[src/logic/plt_pkg.sv]
package plt_pkg;
    // Register map
    localparam logic [11:0] REG_CTRL_OFS = 12'h234;
    localparam logic [11:0] REG_STAT_OFS = 12'h240;
    localparam logic [31:0] CTRL_RESET = 32'h0000049C;
    localparam logic [31:0] CTRL_WMASK = 32'hDDDD0FFF;
    // Field positions
    localparam int SKIP_LSB = 0;
    localparam int SKIP_W = 12;
    localparam int DIS_LSB = 16;
    localparam int QUIET_LSB = 20;
    localparam int RATE_LSB = 24;
    localparam int BYP_LSB = 28;
    localparam logic [11:0] SKIP_MIN = 12'h49C;
    localparam logic [11:0] SKIP_MAX = 12'h602;
    // Lane index to bit offset within each nibble (lanes at 0, 2, 3)
    localparam logic [1:0] LANE0_BIT = 2'h0;
    localparam logic [1:0] LANE1_BIT = 2'h2;
    localparam logic [1:0] LANE2_BIT = 2'h3;
    // Power states
    localparam logic [1:0] PWR_P0 = 2'h0;
    localparam logic [1:0] PWR_P1 = 2'h1;
    // Symbol codes
    localparam logic [7:0] SYM_D3_2 = 8'h43;
    localparam logic [7:0] SYM_D18_2 = 8'h52;
    localparam logic [7:0] SYM_D13_2 = 8'h4D;
    localparam logic [7:0] SYM_D17_1 = 8'h31;
    localparam logic [7:0] SYM_K28_5 = 8'hBC;
    // Pattern sequencer states
    typedef enum logic [2:0] {
        PS_IDLE, PS_ALIGN, PS_SYNC, PS_USER
    } plt_pat_e;
    // Link states of the lane model
    typedef enum logic [1:0] {
        LS_QUIET, LS_DETECT, LS_UP
    } plt_link_e;
endpackage

[src/logic/plt_lane.sv]
// Decided for this implementation: the address-and-strobe port.
`timescale 1ns/1ps
// One lane: training hold, power state and user pattern preamble
module plt_lane (
    // Clock and reset
    input wire logic clk,
    input wire logic rst_n,
    // Lane controls
    input wire logic disable_lane,
    input wire logic quiet,
    input wire logic rate_sel,
    input wire logic bypass_align,
    input wire logic pattern_en,
    // Link side
    input wire logic partner_seen,
    input wire logic align_seen,
    input wire logic [7:0] user_sym,
    // Outputs
    output logic [1:0] link_state,
    output logic rx_detect_en,
    output logic rx_term_en,
    output logic [1:0] pwr_state,
    output logic eios_send,
    output logic rate_5g,
    output logic [7:0] tx_sym,
    output logic tx_valid
);
    plt_pkg::plt_link_e ls_ff, nxt_ls;
    plt_pkg::plt_pat_e ps_ff, nxt_ps;
    logic [1:0] idx_ff, nxt_idx;
    logic hold;
    logic [7:0] align_sym;
    logic [7:0] sync_sym;

    assign hold = disable_lane | quiet;

    // Lane training: held lanes drop straight to quiet, no EIOS, never Disabled
    always_comb
    begin
        nxt_ls = ls_ff;
        case (ls_ff)
            plt_pkg::LS_QUIET:
                if (!hold)
                    nxt_ls = plt_pkg::LS_DETECT;
            plt_pkg::LS_DETECT:
                if (hold)
                    nxt_ls = plt_pkg::LS_QUIET;
                else if (partner_seen)
                    nxt_ls = plt_pkg::LS_UP;
            plt_pkg::LS_UP:
                if (hold)
                    nxt_ls = plt_pkg::LS_QUIET;
            default:
                nxt_ls = plt_pkg::LS_QUIET;
        endcase
    end

    // Pattern symbols by position
    always_comb
    begin
        case (idx_ff)
            2'h0: align_sym = plt_pkg::SYM_D3_2;
            2'h1: align_sym = plt_pkg::SYM_D18_2;
            2'h2: align_sym = plt_pkg::SYM_D13_2;
            default: align_sym = plt_pkg::SYM_D17_1;
        endcase
        case (idx_ff)
            2'h0: sync_sym = plt_pkg::SYM_K28_5;
            2'h1: sync_sym = plt_pkg::SYM_D3_2;
            2'h2: sync_sym = plt_pkg::SYM_D18_2;
            default: sync_sym = plt_pkg::SYM_D13_2;
        endcase
    end

    // Preamble sequencer: alignment then sync then user pattern
    always_comb
    begin
        nxt_ps = ps_ff;
        nxt_idx = idx_ff + 2'h1;
        if (!pattern_en)
        begin
            nxt_ps = plt_pkg::PS_IDLE;
            nxt_idx = 2'h0;
        end
        else
        begin
            case (ps_ff)
                plt_pkg::PS_IDLE:
                begin
                    nxt_ps = plt_pkg::PS_ALIGN;
                    nxt_idx = 2'h0;
                end
                plt_pkg::PS_ALIGN:
                    if (idx_ff == 2'h3 && (bypass_align || align_seen))
                        nxt_ps = plt_pkg::PS_SYNC;
                plt_pkg::PS_SYNC:
                    if (idx_ff == 2'h3)
                        nxt_ps = plt_pkg::PS_USER;
                plt_pkg::PS_USER:
                    nxt_idx = 2'h0;
                default:
                    nxt_ps = plt_pkg::PS_IDLE;
            endcase
        end
    end

    always_ff @(posedge clk or negedge rst_n)
    begin
        if (!rst_n)
        begin
            ls_ff <= plt_pkg::LS_QUIET;
            ps_ff <= plt_pkg::PS_IDLE;
            idx_ff <= 2'h0;
            link_state <= 2'h0;
            rx_detect_en <= 1'b0;
            rx_term_en <= 1'b0;
            pwr_state <= plt_pkg::PWR_P1;
            eios_send <= 1'b0;
            rate_5g <= 1'b0;
            tx_sym <= 8'h00;
            tx_valid <= 1'b0;
        end
        else
        begin
            ls_ff <= nxt_ls;
            ps_ff <= nxt_ps;
            idx_ff <= nxt_idx;
            link_state <= nxt_ls;
            rx_detect_en <= !hold && nxt_ls == plt_pkg::LS_DETECT;
            rx_term_en <= quiet && !disable_lane;
            pwr_state <= (disable_lane || !quiet && nxt_ls == plt_pkg::LS_QUIET) ?
                plt_pkg::PWR_P1 : plt_pkg::PWR_P0;
            eios_send <= 1'b0;
            rate_5g <= rate_sel & quiet;
            tx_valid <= pattern_en && ps_ff != plt_pkg::PS_IDLE;
            case (ps_ff)
                plt_pkg::PS_ALIGN: tx_sym <= align_sym;
                plt_pkg::PS_SYNC: tx_sym <= sync_sym;
                plt_pkg::PS_USER: tx_sym <= user_sym;
                default: tx_sym <= 8'h00;
            endcase
        end
    end
endmodule

[src/logic/plt_phy_ctrl.sv]
`timescale 1ns/1ps
//Contract
// - SKIP ordered-sets spaced by 12-bit interval; zero interval sends none.
// - Disable bit holds lane training in Detect.Quiet until cleared.
// - Disabled lane never enters the Disabled training state.
// - Disabled idle lane stops receiver detection.
// - Disabled live link drops to Detect.Quiet with no EIOS.
// - Disabled lane serdes held in P1.
// - Disable bits 18 and 19 act on their own lanes.
// - Quiet bits 20, 22, 23 hold lane in Detect.Quiet.
// - Quiet lane in Detect.Quiet enables termination, transmitters in P0.
// - Quiet lane can send test patterns without partner or loopback.
// - Rate bit picks 5.0 GT/s only while quiet bit set.
// - Without bypass, repeat alignment until checker sees it, then sync.
// - With bypass, one alignment, one sync, then user pattern.
module plt_phy_ctrl #(
    parameter int LANES = 3
) (
    // Clock and reset
    input wire logic clk,
    input wire logic rstn,
    // Register port
    input wire logic [11:0] addr,
    input wire logic [31:0] wdata,
    input wire logic wr,
    input wire logic rd,
    output logic [31:0] rdata,
    // Serial EEPROM preload
    input wire logic ee_load,
    input wire logic [31:0] ee_data,
    // Symbol timing
    input wire logic sym_tick,
    output logic skip_req,
    // Per-lane link side
    input wire logic [LANES-1:0] partner_seen,
    input wire logic [LANES-1:0] align_seen,
    input wire logic [LANES-1:0] pattern_en,
    input wire logic [8*LANES-1:0] user_sym,
    // Per-lane outputs
    output logic [2*LANES-1:0] link_state,
    output logic [LANES-1:0] rx_detect_en,
    output logic [LANES-1:0] rx_term_en,
    output logic [2*LANES-1:0] pwr_state,
    output logic [LANES-1:0] eios_send,
    output logic [LANES-1:0] rate_5g,
    output logic [8*LANES-1:0] tx_sym,
    output logic [LANES-1:0] tx_valid
);
    ////////////////////////////////////////////////////////////////////////////
    logic rs1_ff;
    logic rs2_ff;
    logic rst_n;

    // Reset release synchroniser
    always_ff @(posedge clk or negedge rstn)
    begin
        if (!rstn)
        begin
            rs1_ff <= 1'b0;
            rs2_ff <= 1'b0;
        end
        else
        begin
            rs1_ff <= 1'b1;
            rs2_ff <= rs1_ff;
        end
    end
    assign rst_n = rs2_ff;

    ////////////////////////////////////////////////////////////////////////////
    logic [31:0] ctrl_ff, nxt_ctrl;
    logic [31:0] rdata_ff, nxt_rdata;
    logic [31:0] status;
    logic skip_ff;
    logic skip_raw;

    // Control register: EEPROM preload then software writes
    always_comb
    begin
        nxt_ctrl = ctrl_ff;
        if (ee_load)
            nxt_ctrl = ee_data & plt_pkg::CTRL_WMASK;
        if (wr && addr == plt_pkg::REG_CTRL_OFS)
            nxt_ctrl = wdata & plt_pkg::CTRL_WMASK;
    end

    // Read mux; unmapped reads return zero
    always_comb
    begin
        nxt_rdata = 32'h00000000;
        if (rd)
        begin
            if (addr == plt_pkg::REG_CTRL_OFS)
                nxt_rdata = ctrl_ff;
            else if (addr == plt_pkg::REG_STAT_OFS)
                nxt_rdata = status;
        end
    end

    always_ff @(posedge clk or negedge rst_n)
    begin
        if (!rst_n)
        begin
            ctrl_ff <= plt_pkg::CTRL_RESET;
            rdata_ff <= 32'h00000000;
            skip_ff <= 1'b0;
        end
        else
        begin
            ctrl_ff <= nxt_ctrl;
            rdata_ff <= nxt_rdata;
            skip_ff <= skip_raw;
        end
    end
    assign rdata = rdata_ff;
    assign skip_req = skip_ff;

    ////////////////////////////////////////////////////////////////////////////
    // SKIP pacing
    plt_skip_timer #(
        .W(plt_pkg::SKIP_W)
    ) u_skip (
        .clk(clk),
        .rst_n(rst_n),
        .sym_tick(sym_tick),
        .interval(ctrl_ff[plt_pkg::SKIP_LSB +: plt_pkg::SKIP_W]),
        .skip_req(skip_raw)
    );

    ////////////////////////////////////////////////////////////////////////////
    // Lane bit offsets within each control nibble
    localparam logic [5:0] LANE_BITS = {plt_pkg::LANE2_BIT, plt_pkg::LANE1_BIT,
        plt_pkg::LANE0_BIT};

    genvar g;
    generate
        for (g = 0; g < LANES; g = g + 1)
        begin : g_lane
            localparam int B = int'(LANE_BITS[2*g +: 2]);
            plt_lane u_lane (
                .clk(clk),
                .rst_n(rst_n),
                .disable_lane(ctrl_ff[plt_pkg::DIS_LSB + B]),
                .quiet(ctrl_ff[plt_pkg::QUIET_LSB + B]),
                .rate_sel(ctrl_ff[plt_pkg::RATE_LSB + B]),
                .bypass_align(ctrl_ff[plt_pkg::BYP_LSB + B]),
                .pattern_en(pattern_en[g]),
                .partner_seen(partner_seen[g]),
                .align_seen(align_seen[g]),
                .user_sym(user_sym[8*g +: 8]),
                .link_state(link_state[2*g +: 2]),
                .rx_detect_en(rx_detect_en[g]),
                .rx_term_en(rx_term_en[g]),
                .pwr_state(pwr_state[2*g +: 2]),
                .eios_send(eios_send[g]),
                .rate_5g(rate_5g[g]),
                .tx_sym(tx_sym[8*g +: 8]),
                .tx_valid(tx_valid[g])
            );
            // Status: lane link state, power state and the detect, termination, rate and valid flags
            assign status[8*g +: 2] = link_state[2*g +: 2];
            assign status[8*g+2 +: 2] = pwr_state[2*g +: 2];
            assign status[8*g+4 +: 4] = {tx_valid[g], rate_5g[g], rx_term_en[g],
                rx_detect_en[g]};
        end
    endgenerate
    assign status[31:8*LANES] = '0;
endmodule

[src/logic/plt_skip_timer.sv]
`timescale 1ns/1ps
// Paces SKIP ordered-sets by a programmed symbol-time interval
module plt_skip_timer #(
    parameter int W = 12
) (
    // Clock and reset
    input wire logic clk,
    input wire logic rst_n,
    // Control
    input wire logic sym_tick,
    input wire logic [W-1:0] interval,
    // Request
    output logic skip_req
);
    logic [W-1:0] cnt_ff;
    logic [W-1:0] nxt_cnt;
    logic req_ff;
    logic nxt_req;

    // Count symbol times; zero interval stops all requests
    always_comb
    begin
        nxt_cnt = cnt_ff;
        nxt_req = 1'b0;
        if (interval == '0)
        begin
            nxt_cnt = '0;
        end
        else if (sym_tick)
        begin
            if (cnt_ff + W'(1) >= interval)
            begin
                nxt_cnt = '0;
                nxt_req = 1'b1;
            end
            else
            begin
                nxt_cnt = cnt_ff + W'(1);
            end
        end
    end

    always_ff @(posedge clk or negedge rst_n)
    begin
        if (!rst_n)
        begin
            cnt_ff <= '0;
            req_ff <= 1'b0;
        end
        else
        begin
            cnt_ff <= nxt_cnt;
            req_ff <= nxt_req;
        end
    end

    assign skip_req = req_ff;
endmodule

[config.mk]
export PLATFORM = sky130hd
export DESIGN_NAME = plt_phy_ctrl
export DESIGN_NICKNAME = d
export VERILOG_FILES = /design/src/logic/plt_pkg.sv /design/src/logic/plt_lane.sv /design/src/logic/plt_phy_ctrl.sv /design/src/logic/plt_skip_timer.sv
export SDC_FILE = /design/constraint.sdc
export NUM_CORES = 1
export LEC_CHECK = 0
export ABC_AREA = 1
export BUFFER_PORTS_ARGS = -buffer_cell sky130_fd_sc_hd__buf_2
export CAP_MARGIN = 20
export CORE_AREA = 8 8 99 146
export CTS_CLUSTER_DIAMETER = 50
export CTS_CLUSTER_SIZE = 16
export DETAILED_ROUTE_END_ITERATION = 8
export DIE_AREA = 0 0 107 154
export GPL_ROUTABILITY_DRIVEN = 0
export HOLD_SLACK_MARGIN = 0.06
export PLACE_DENSITY = 0.81
export REMOVE_ABC_BUFFERS = 1
export SLEW_MARGIN = 20
export SYNTH_ARGS = -nofsm -noshare
export SYNTH_HDL_FRONTEND = slang
export SYNTH_SLANG_ARGS = --single-unit
[constraint.sdc]
create_clock -name clk -period 5.8 [get_ports clk]
set_clock_uncertainty 0.15 [all_clocks]
set_input_delay 1.45 -clock clk [delete_from_list [all_inputs] [get_ports clk]]
set_output_delay 1.45 -clock clk [all_outputs]
set_load 0.1 [all_outputs]
==> run metrics, run 1 <==
register area share after synthesis=0.484; Ant. Diodes=0; sw power=0.00141 W; final setup fails=0; Mapped Cells=778; Post-Synth XOR/XNOR Area=0.00399; synth warn=0; Crit Path Category=in2reg; row count=50; RSZ-0062 raised after global routing=no; # resized after CTS=0; Worst Path Required=5.94 ns; final net count=1092; Fillers=1031; Root Driver=clkbuf_16; worst reg2reg path depth=14; count of final hold-check violations=0; total track usage=0.213; Worst R2R Setup Slack=2.70 ns; Power Density=415 nW/um^2; Seq cells post-synth=127; synthesized cell area=6590 sq um; switching share of power=0.424; Initial Util=0.535; crit start category=input port; largest family of logic cells by synthesized area=simple AND/OR/NAND/NOR gates; DRC viols=0; Avg Inst Size Synth=8.47 sq um; path type of the worst min-delay path=reg2async; LEAKAGE=4.49 nW; Compound-Gate Fraction of Synth Area=0.0670; setup bufs post-CTS=0; R2R Path End=u_skip.cnt_ff[8]; Critical Path AT=3.32 ns; Clock power frac=0.299; max incr delay on CP=0.65 ns; die outline width=107 um; Routed WL per cell=16.0 um; first-pass GRT wire length=27.9 mm; CTS tree=yes; Bufs on Longest Clock Path=2; Detail Route Antenna Nets=0; CTS Buf Count=17; vias in the first global route=5869; die area=16500 sq um; R2R Path Start=u_skip.cnt_ff[0]; worst slew pin tran=1.15 ns; hold buffers post-CTS=0; grt total ovfl=0; post-synthesis adder-cell area fraction=0.0817; status=complete, no violations; clock latency at the later pin of the worst-skew pair=0.40 ns; Vias=5806; Tcrit/Tclk final=0.548; Core Area=12300 sq um; Simple-Gate Fraction of Synth Area=0.250; Synth cell types=29; dpl hpwl=12.9 mm; drt pass-1 iters=5; # port buffers=174; mux cell area share after synthesis=0; largest net degree at the start of global routing=78; FMAX=315 MHz; DR iter-0 viols=268; crit end category=flip-flop; max-slew violations=0; final worst path period need=3.18 ns; Area Overhead vs Synth=21.4%; CTS H-Tree Depth=4; share of post-route cells with drive strength above 1=0.246; slowest CP cell=nand3_2; most common cell after layout, fill and taps aside=buf_2; Vias/cell=5.27; # IOs=199; Slew HR=0.233; worst-path fanout max=24; crit-path most repeated cell=nand3_2; initial antenna violation count=0; Non-Filler Instances=1102; most frequent cells in the layout=buf_2 (174), nand2_1 (164), dfrtp_1 (118), inv_1 (113), nand3_1 (101); clock-pin slew on the worst setup and hold paths=0.05 ns; internal power consumption=0.00191 W; TritonCTS Sinks=127; worst-path cell chain=buf_2, nor2_1, nand3_2, nor2_4, nand3_2, o22ai_1; Post-Route Setup TNS=0 ns; combinational share of power=0.363; Inst Count DP=1069; Detailed Route WL=17.7 mm; die height=154 um; max_cap viols=0; sequential share of power=0.338; worst vdd ir=0.257 mV
==> power groups by stage <==
stage	Combinational [W]	Clock, W	Sequential (W)
finish	0.00121	0.000993	0.00112
global route	0.00130	0.00104	0.00114
CTS	0.00120	0.00101	0.00113
detailed placement	0.00119	0	0.00114
global placement	0.00117	0	0.00114
floorplan	0.000428	0	0.00163
==> stage by stage <==
step                hold WS (ns)  total power (W)  setup slack [ns]  area, sq um  utilization
finish                     0.147          0.00332              2.62         8000        0.649
global route               0.196          0.00348              2.44         8000        0.649
CTS                        0.194          0.00333              2.61         7950        0.645
detailed placement         0.185          0.00233              2.22         7400        0.600
global placement           0.183          0.00230              2.30         7400        0.600
floorplan                  0.181          0.00206              1.86         6300            -
==> worst max-delay path: cells and delay by family <==
family,cells,cell delay (ns)
AO/OA/AOI/OAI,1,0.39
buffers and inverters,1,0.10
AND/OR/NAND/NOR,4,1.38
==> flip-flops by register name, summed over array words and instances, names as in the netlist <==
name,flops
rdata,30
ctrl_ff,24
g_lane.u_lane.tx_sym,24
u_skip.cnt_ff,12
g_lane.u_lane.idx_ff,6
g_lane.u_lane.link_state,6
g_lane.u_lane.ps_ff,6
g_lane.u_lane.pwr_state,3
g_lane.u_lane.rate_5g,3
g_lane.u_lane.rx_detect_en,3
g_lane.u_lane.rx_term_en,3
g_lane.u_lane.tx_valid,3
rs1_ff,1
rs2_ff,1
skip_req,1
u_skip.skip_req,1
==> per-layer routing <==
| metal | GRT usage | part of all wire |
|---|---|---|
| met1 | 0.209 | 0.35 |
| met4 | 0.108 | 0.037 |
| met2 | 0.399 | 0.55 |
| met3 | 0.0510 | 0.062 |
| met5 | 0 | 0 |
==> synth_stat cells <==
library cell / instances / share of area
buf_2: 14 / 0.011
and2_1: 6 / 0.0057
nand3_1: 101 / 0.077
nor3_2: 1 / 0.0015
a31oi_1: 6 / 0.0057
nor2_1: 51 / 0.029
buf_1: 1 / 0.00057
ha_1: 43 / 0.082
o21ai_0: 37 / 0.028
dfstp_2: 8 / 0.032
xnor2_1: 1 / 0.0013
inv_1: 113 / 0.064
buf_4: 20 / 0.023
nor3_1: 3 / 0.0023
conb_1: 2 / 0.0011
nor2_2: 1 / 0.00095
buf_6: 5 / 0.0085
dfrtp_1: 119 / 0.45
clkbuf_1: 9 / 0.0051
a21oi_1: 19 / 0.014
nand3b_1: 1 / 0.0011
a21boi_0: 1 / 0.0011
xor2_1: 2 / 0.0027
o22ai_1: 15 / 0.014
nand2_1: 164 / 0.093
nand4_1: 17 / 0.016
nor2_4: 2 / 0.0034
nand3_2: 13 / 0.020
o211ai_1: 3 / 0.0034
==> cells by family after synthesis <==
group / Yosys count
other cells: 2
fa+ha+maj: 43
compound gates: 81
flops: 127
xor+xnor: 3
simple gates: 360
buf+inv: 162
==> final cells by class <==
type,count,area [sq um],share of cell area
Tap cell,156,195,0.0244
Clock inverter,6,60.1,0.00751
Sequential cell,127,3190,0.399
Inverter,113,424,0.0530
Clock buffer,25,495,0.0619
Multi-Input combinational cell,496,2690,0.337
Timing Repair Buffer,179,941,0.118
==> worst max path at each step <==
stage,from,to,cells after the start
6_report,addr[11],rdata[2],6
5_1_grt,u_skip.cnt_ff[0],u_skip.cnt_ff[3],14
4_1_cts,addr[11],rdata[2],6
3_5_place_dp,addr[11],rdata[2],6
3_3_place_gp,addr[11],rdata[1],6
2_1_floorplan,rs2_ff,ctrl_ff[0],0
Power figures use the tool's default switching activity.
==> inputs of run 2 (changes only) <==
- CORE_AREA: 8 8 99 146 -> 8 8 101 149
- DIE_AREA: 0 0 107 154 -> 0 0 109 157
- PLACE_DENSITY: 0.81 -> 0.78
- clock period: 5.8 -> 3.2 ns (I/O delays scaled with it)
==> run 2 against run 1 <==
Against the previous run:
- non-clock buffer count up 9
- clock-buffer cell count decreased by 1
- utilization is 2.0 points lower
- total power rose by 83%
- sequential power up 82%
- largest cell class unchanged
- final area grew 0.81%
- highest routed layer is now met5
- critical path depth grew 8
- register-to-register slack worse by 2.3 ns
- setup slack lost 2.2 ns
- combinational power increased by 79%
- die area rose by 3.9%
- final cell count is 1.1% higher
==> run metrics, run 2 (same netlist as run 1, synthesis figures left out) <==
status=complete, no violations; dpl hpwl=13.3 mm; CTS H-Tree Depth=4; hold_sp=u_skip.skip_req; Core Area=12800 sq um; Tot Pwr=0.00607 W; Worst R2R Setup Slack=0.39 ns; Slew HR=0.536; Vias/cell=5.14; final worst path period need=2.81 ns; LEAKAGE=4.54 nW; vias in the first global route=5974; Detail Route Antenna Nets=0; Hold Path Depth=0; initial antenna violation count=1; final setup fails=0; drt pass-1 iters=5; TritonCTS Sinks=127; row count=51; Routed WL per cell=16.0 um; total track usage=0.214; Bufs on Longest Clock Path=2; grt total ovfl=0; clock latency at the later pin of the worst-skew pair=0.41 ns; Crit Path Category=reg2reg; multi-input logic area=2690 sq um; Ant. Diodes=0; largest net degree at the start of global routing=61; Post-Route Setup TNS=0 ns; max FFs per register=30; Initial Util=0.514; DRC viols=0; # IOs=199; Fillers=1124; clock-pin slew on the worst setup and hold paths=0.05 ns; worst vdd ir=0.580 mV; worst-path fanout max=13; FF/Latch Area=3190 sq um; Root Driver=clkbuf_16; Power Density=752 nW/um^2; die area=17100 sq um; Area Overhead vs Synth=22.4%; final core utilization=0.629; share of post-route cells with drive strength above 1=0.252; die height=157 um; # port buffers=174; worst slew pin tran=0.697 ns; most frequent cells in the layout=buf_2 (174), nand2_1 (164), dfrtp_1 (118), inv_1 (113), nand3_1 (101); max-slew violations=0; setup bufs post-CTS=0; Detailed Route WL=17.8 mm; Worst Hold Path EP=skip_req; Worst Path Required=3.33 ns; count of final hold-check violations=0; path type of the worst min-delay path=reg2reg; R2R Path End=u_skip.cnt_ff[10]; die outline width=109 um; Tcrit/Tclk final=0.879; crit start category=flip-flop; first-pass GRT wire length=28.5 mm; Min Hold Slack=0.204 ns; FMAX=356 MHz; R2R Path Start=u_skip.cnt_ff[0]; crit end category=flip-flop; Critical Path AT=2.94 ns; final worst setup slack=0.388 ns; worst reg2reg path depth=14; RSZ-0062 raised after global routing=no; Vias=5725; final net count=1101; post-place setup slack=0.388 ns; max_cap viols=0; DR iter-0 viols=169; CTS Buf Count=17; CTS tree=yes; most common cell after layout, fill and taps aside=buf_2
## run 2: cell types whose count changed in the layout (fill, tap and decap cells not counted), sizes merged
cell,before,now
bufinv,1,2
clkbuf,25,24
dlygate4sd3,0,1
clkinvlp,2,0
clkinv,3,5
buf,179,187
## run 2: worst max-delay path by stage
stage / from / end / slack [ns]
after floorplan: rs2_ff / ctrl_ff[0] / -0.74
after global placement: u_skip.cnt_ff[0] / u_skip.cnt_ff[11] / 0.47
final: u_skip.cnt_ff[0] / u_skip.cnt_ff[10] / 0.39
after detailed placement: u_skip.cnt_ff[0] / u_skip.cnt_ff[2] / 0.39
after CTS: u_skip.cnt_ff[0] / u_skip.cnt_ff[2] / 0.39
after global routing: u_skip.cnt_ff[0] / u_skip.cnt_ff[0] / 0.09
## run 2: where the power goes
part	internal (W)	switching (W)	total [W]	leakage, nW
clock	0.00120	0.000663	0.00186	0.284
sequential	0.00184	0.000194	0.00204	1.67
combinational	0.000484	0.00169	0.00217	2.58
total	0.00352	0.00254	0.00607	4.54
## run 2: final cells by class
cell class,instances,share of cell area
multi-input cells,496,0.334
well taps,159,0.0247
repair buffers,188,0.123
flip-flops and latches,127,0.396
inverters,113,0.0526
clock inverters,7,0.0105
clock buffers,24,0.0597
## run 2: critical path, stage by stage, from the launching register on
cell	delay, ns
dfrtp_1	0.39
ha_1	0.23
nand3_1	0.18
nor2_1	0.24
nand3_1	0.10
nand2_1	0.07
nand2_1	0.07
ha_1	0.27
nand2_1	0.06
nor2_1	0.15
nand2_1	0.09
nor2_1	0.10
nand2_1	0.30
nand4_1	0.21
nand2_1	0.07
## run 2: metrics by stage
stage               cell area, sq um  instances
finish                          8070       1114
global route                    8070       1114
CTS                             8070       1114
detailed placement              7490       1082
global placement                7490       1082
floorplan                       6300        736
## run 2: per-layer routing
layer  GRT usage  share of wire  vias up
li1            -              -     2808
met1       0.213           0.35     2710
met2       0.403           0.56      177
met3      0.0532          0.065       28
met4      0.0884          0.023        2
met5           0        0.00073        -
## run 2: what timing repair did
action,CTS,global route
resized for setup,0,0
endpoints found under the hold margin,2,0
hold buffers,1,0
==> inputs of run 3 (changes only) <==
- CORE_AREA: 8 8 101 149 -> 2 2 95 143
- DIE_AREA: 0 0 109 157 -> 0 0 97 145
- SLEW_MARGIN: 20 -> default
==> run 3 against run 2 <==
Against the previous run:
- register-to-register slack improved by 0.03 ns
- combinational power about the same
- worst hold slack improved by 0.0092 ns
- final cell count unchanged
- setup slack improved by 0.030 ns
- die area decreased by 18%
- critical path depth unchanged
- final area increased by 0.64%
- total power increased by 2.6%
- first-iteration DRC count increased by 41%
- flip-flop and latch count unchanged
- global-route usage increased by 2.3 points
==> run metrics, run 3 (same netlist as run 1, synthesis figures left out) <==
status=complete, no violations; max FFs per register=30; die area=14100 sq um; CTS Buf Count=17; # port buffers=174; worst vdd ir=0.560 mV; Detailed Route WL=16.5 mm; Area Overhead vs Synth=23.2%; Inst Count DP=1081; Critical Path AT=2.91 ns; grt total ovfl=0; crit path from=u_skip.cnt_ff[0]; count of final hold-check violations=0; CTS tree=yes; die height=145 um; internal power consumption=0.00367 W; first-pass GRT wire length=26.8 mm; Tcrit/Tclk final=0.870; crit end category=flip-flop; multi-input logic area=2690 sq um; initial antenna violation count=0; hold buffers post-CTS=1; Non-Filler Instances=1114; largest net degree at the start of global routing=56; clock-pin slew on the worst setup and hold paths=0.06 ns; row count=51; TritonCTS Sinks=127; vias in the first global route=5841; DR iter-0 viols=239; Core Area=12800 sq um; drt pass-1 iters=5; worst slew pin tran=0.725 ns; most frequent cells in the layout=buf_2 (174), nand2_1 (164), dfrtp_1 (118), inv_1 (113), nand3_1 (101); RSZ-0062 raised after global routing=no; Clock power frac=0.324; final net count=1100; Fillers=1110; Slew HR=0.517; CTS H-Tree Depth=4; sw power=0.00256 W; final setup fails=0; Worst R2R Setup Slack=0.42 ns; Vias/cell=5.18; dpl hpwl=12.1 mm; setup bufs post-CTS=0; # resized after CTS=0; LEAKAGE=4.55 nW; Vias=5775; final worst path period need=2.78 ns; clock latency at the later pin of the worst-skew pair=0.40 ns; hold_sp=u_skip.skip_req; combinational share of power=0.349; share of post-route cells with drive strength above 1=0.253; Routed WL per cell=14.8 um; die outline width=97 um; Bufs on Longest Clock Path=2; DRC viols=0; total track usage=0.237; FMAX=359 MHz; R2R Path Start=u_skip.cnt_ff[0]; max-slew violations=0; max_cap viols=0; Root Driver=clkbuf_16; Tot Pwr=0.00623 W; # IOs=199; Worst Path Required=3.33 ns; Detail Route Antenna Nets=0; worst-path fanout max=13; sequential share of power=0.327; Initial Util=0.514; Post-Route Setup TNS=0 ns; Crit Path Category=reg2reg; crit start category=flip-flop; most common cell after layout, fill and taps aside=buf_2; Power Density=767 nW/um^2; Ant. Diodes=0; path type of the worst min-delay path=reg2reg; switching share of power=0.411; FF/Latch Area=3190 sq um
## run 3: area by class of cell
type / count / area share
Timing Repair Buffer: 187 / 0.121
Multi-Input combinational cell: 496 / 0.332
Inverter: 113 / 0.0523
Tap cell: 159 / 0.0245
Clock buffer: 22 / 0.0572
Clock inverter: 10 / 0.0199
Sequential cell: 127 / 0.393
## run 3: critical path, cell delays in order, from the launching register on
cell,delay [ns]
dfrtp_1,0.39
ha_1,0.22
nand3_1,0.16
nor2_1,0.22
nand3_1,0.10
nand2_1,0.07
nand2_1,0.08
ha_1,0.29
nand2_1,0.07
nor2_1,0.15
nand2_1,0.09
nor2_1,0.10
nand2_1,0.29
nand4_1,0.21
nand2_1,0.07
## run 3: power by group through the flow
stage | Clock (W) | Sequential (W) | Combinational (W)
3_3_place_gp | 0 | 0.00206 | 0.00213
4_1_cts | 0.00205 | 0.00204 | 0.00218
3_5_place_dp | 0 | 0.00206 | 0.00216
6_report | 0.00202 | 0.00204 | 0.00217
5_1_grt | 0.00214 | 0.00207 | 0.00235
2_1_floorplan | 0 | 0.00296 | 0.000776
## run 3: per-stage QoR
stage	worst slack [ns]	area (sq um)	util	hold slack [ns]
global route	0.116	8120	0.633	0.217
detailed placement	0.452	7480	0.583	0.187
global placement	0.466	7480	0.583	0.184
CTS	0.395	8120	0.633	0.210
floorplan	-0.736	6300	-	0.181
finish	0.418	8120	0.633	0.213
## run 3: metal layers
layer,global-route usage,part of all wire,up-vias
met5,0,0,-
met4,0.0894,0.027,0
met3,0.0477,0.052,36
met2,0.454,0.56,188
met1,0.249,0.36,2756
li1,-,-,2795
## run 3: path summary, 6_finish.rpt
path | cells after the start | end
setup / recovery | 14 | u_skip.cnt_ff[11]
hold / removal | 0 | skip_req
setup reg to reg | 14 | u_skip.cnt_ff[11]
hold reg to reg | 0 | skip_req
max in group asynchronous | 1 | ctrl_ff[7]
min in group asynchronous | 0 | g_lane[1].u_lane.ps_ff[1]
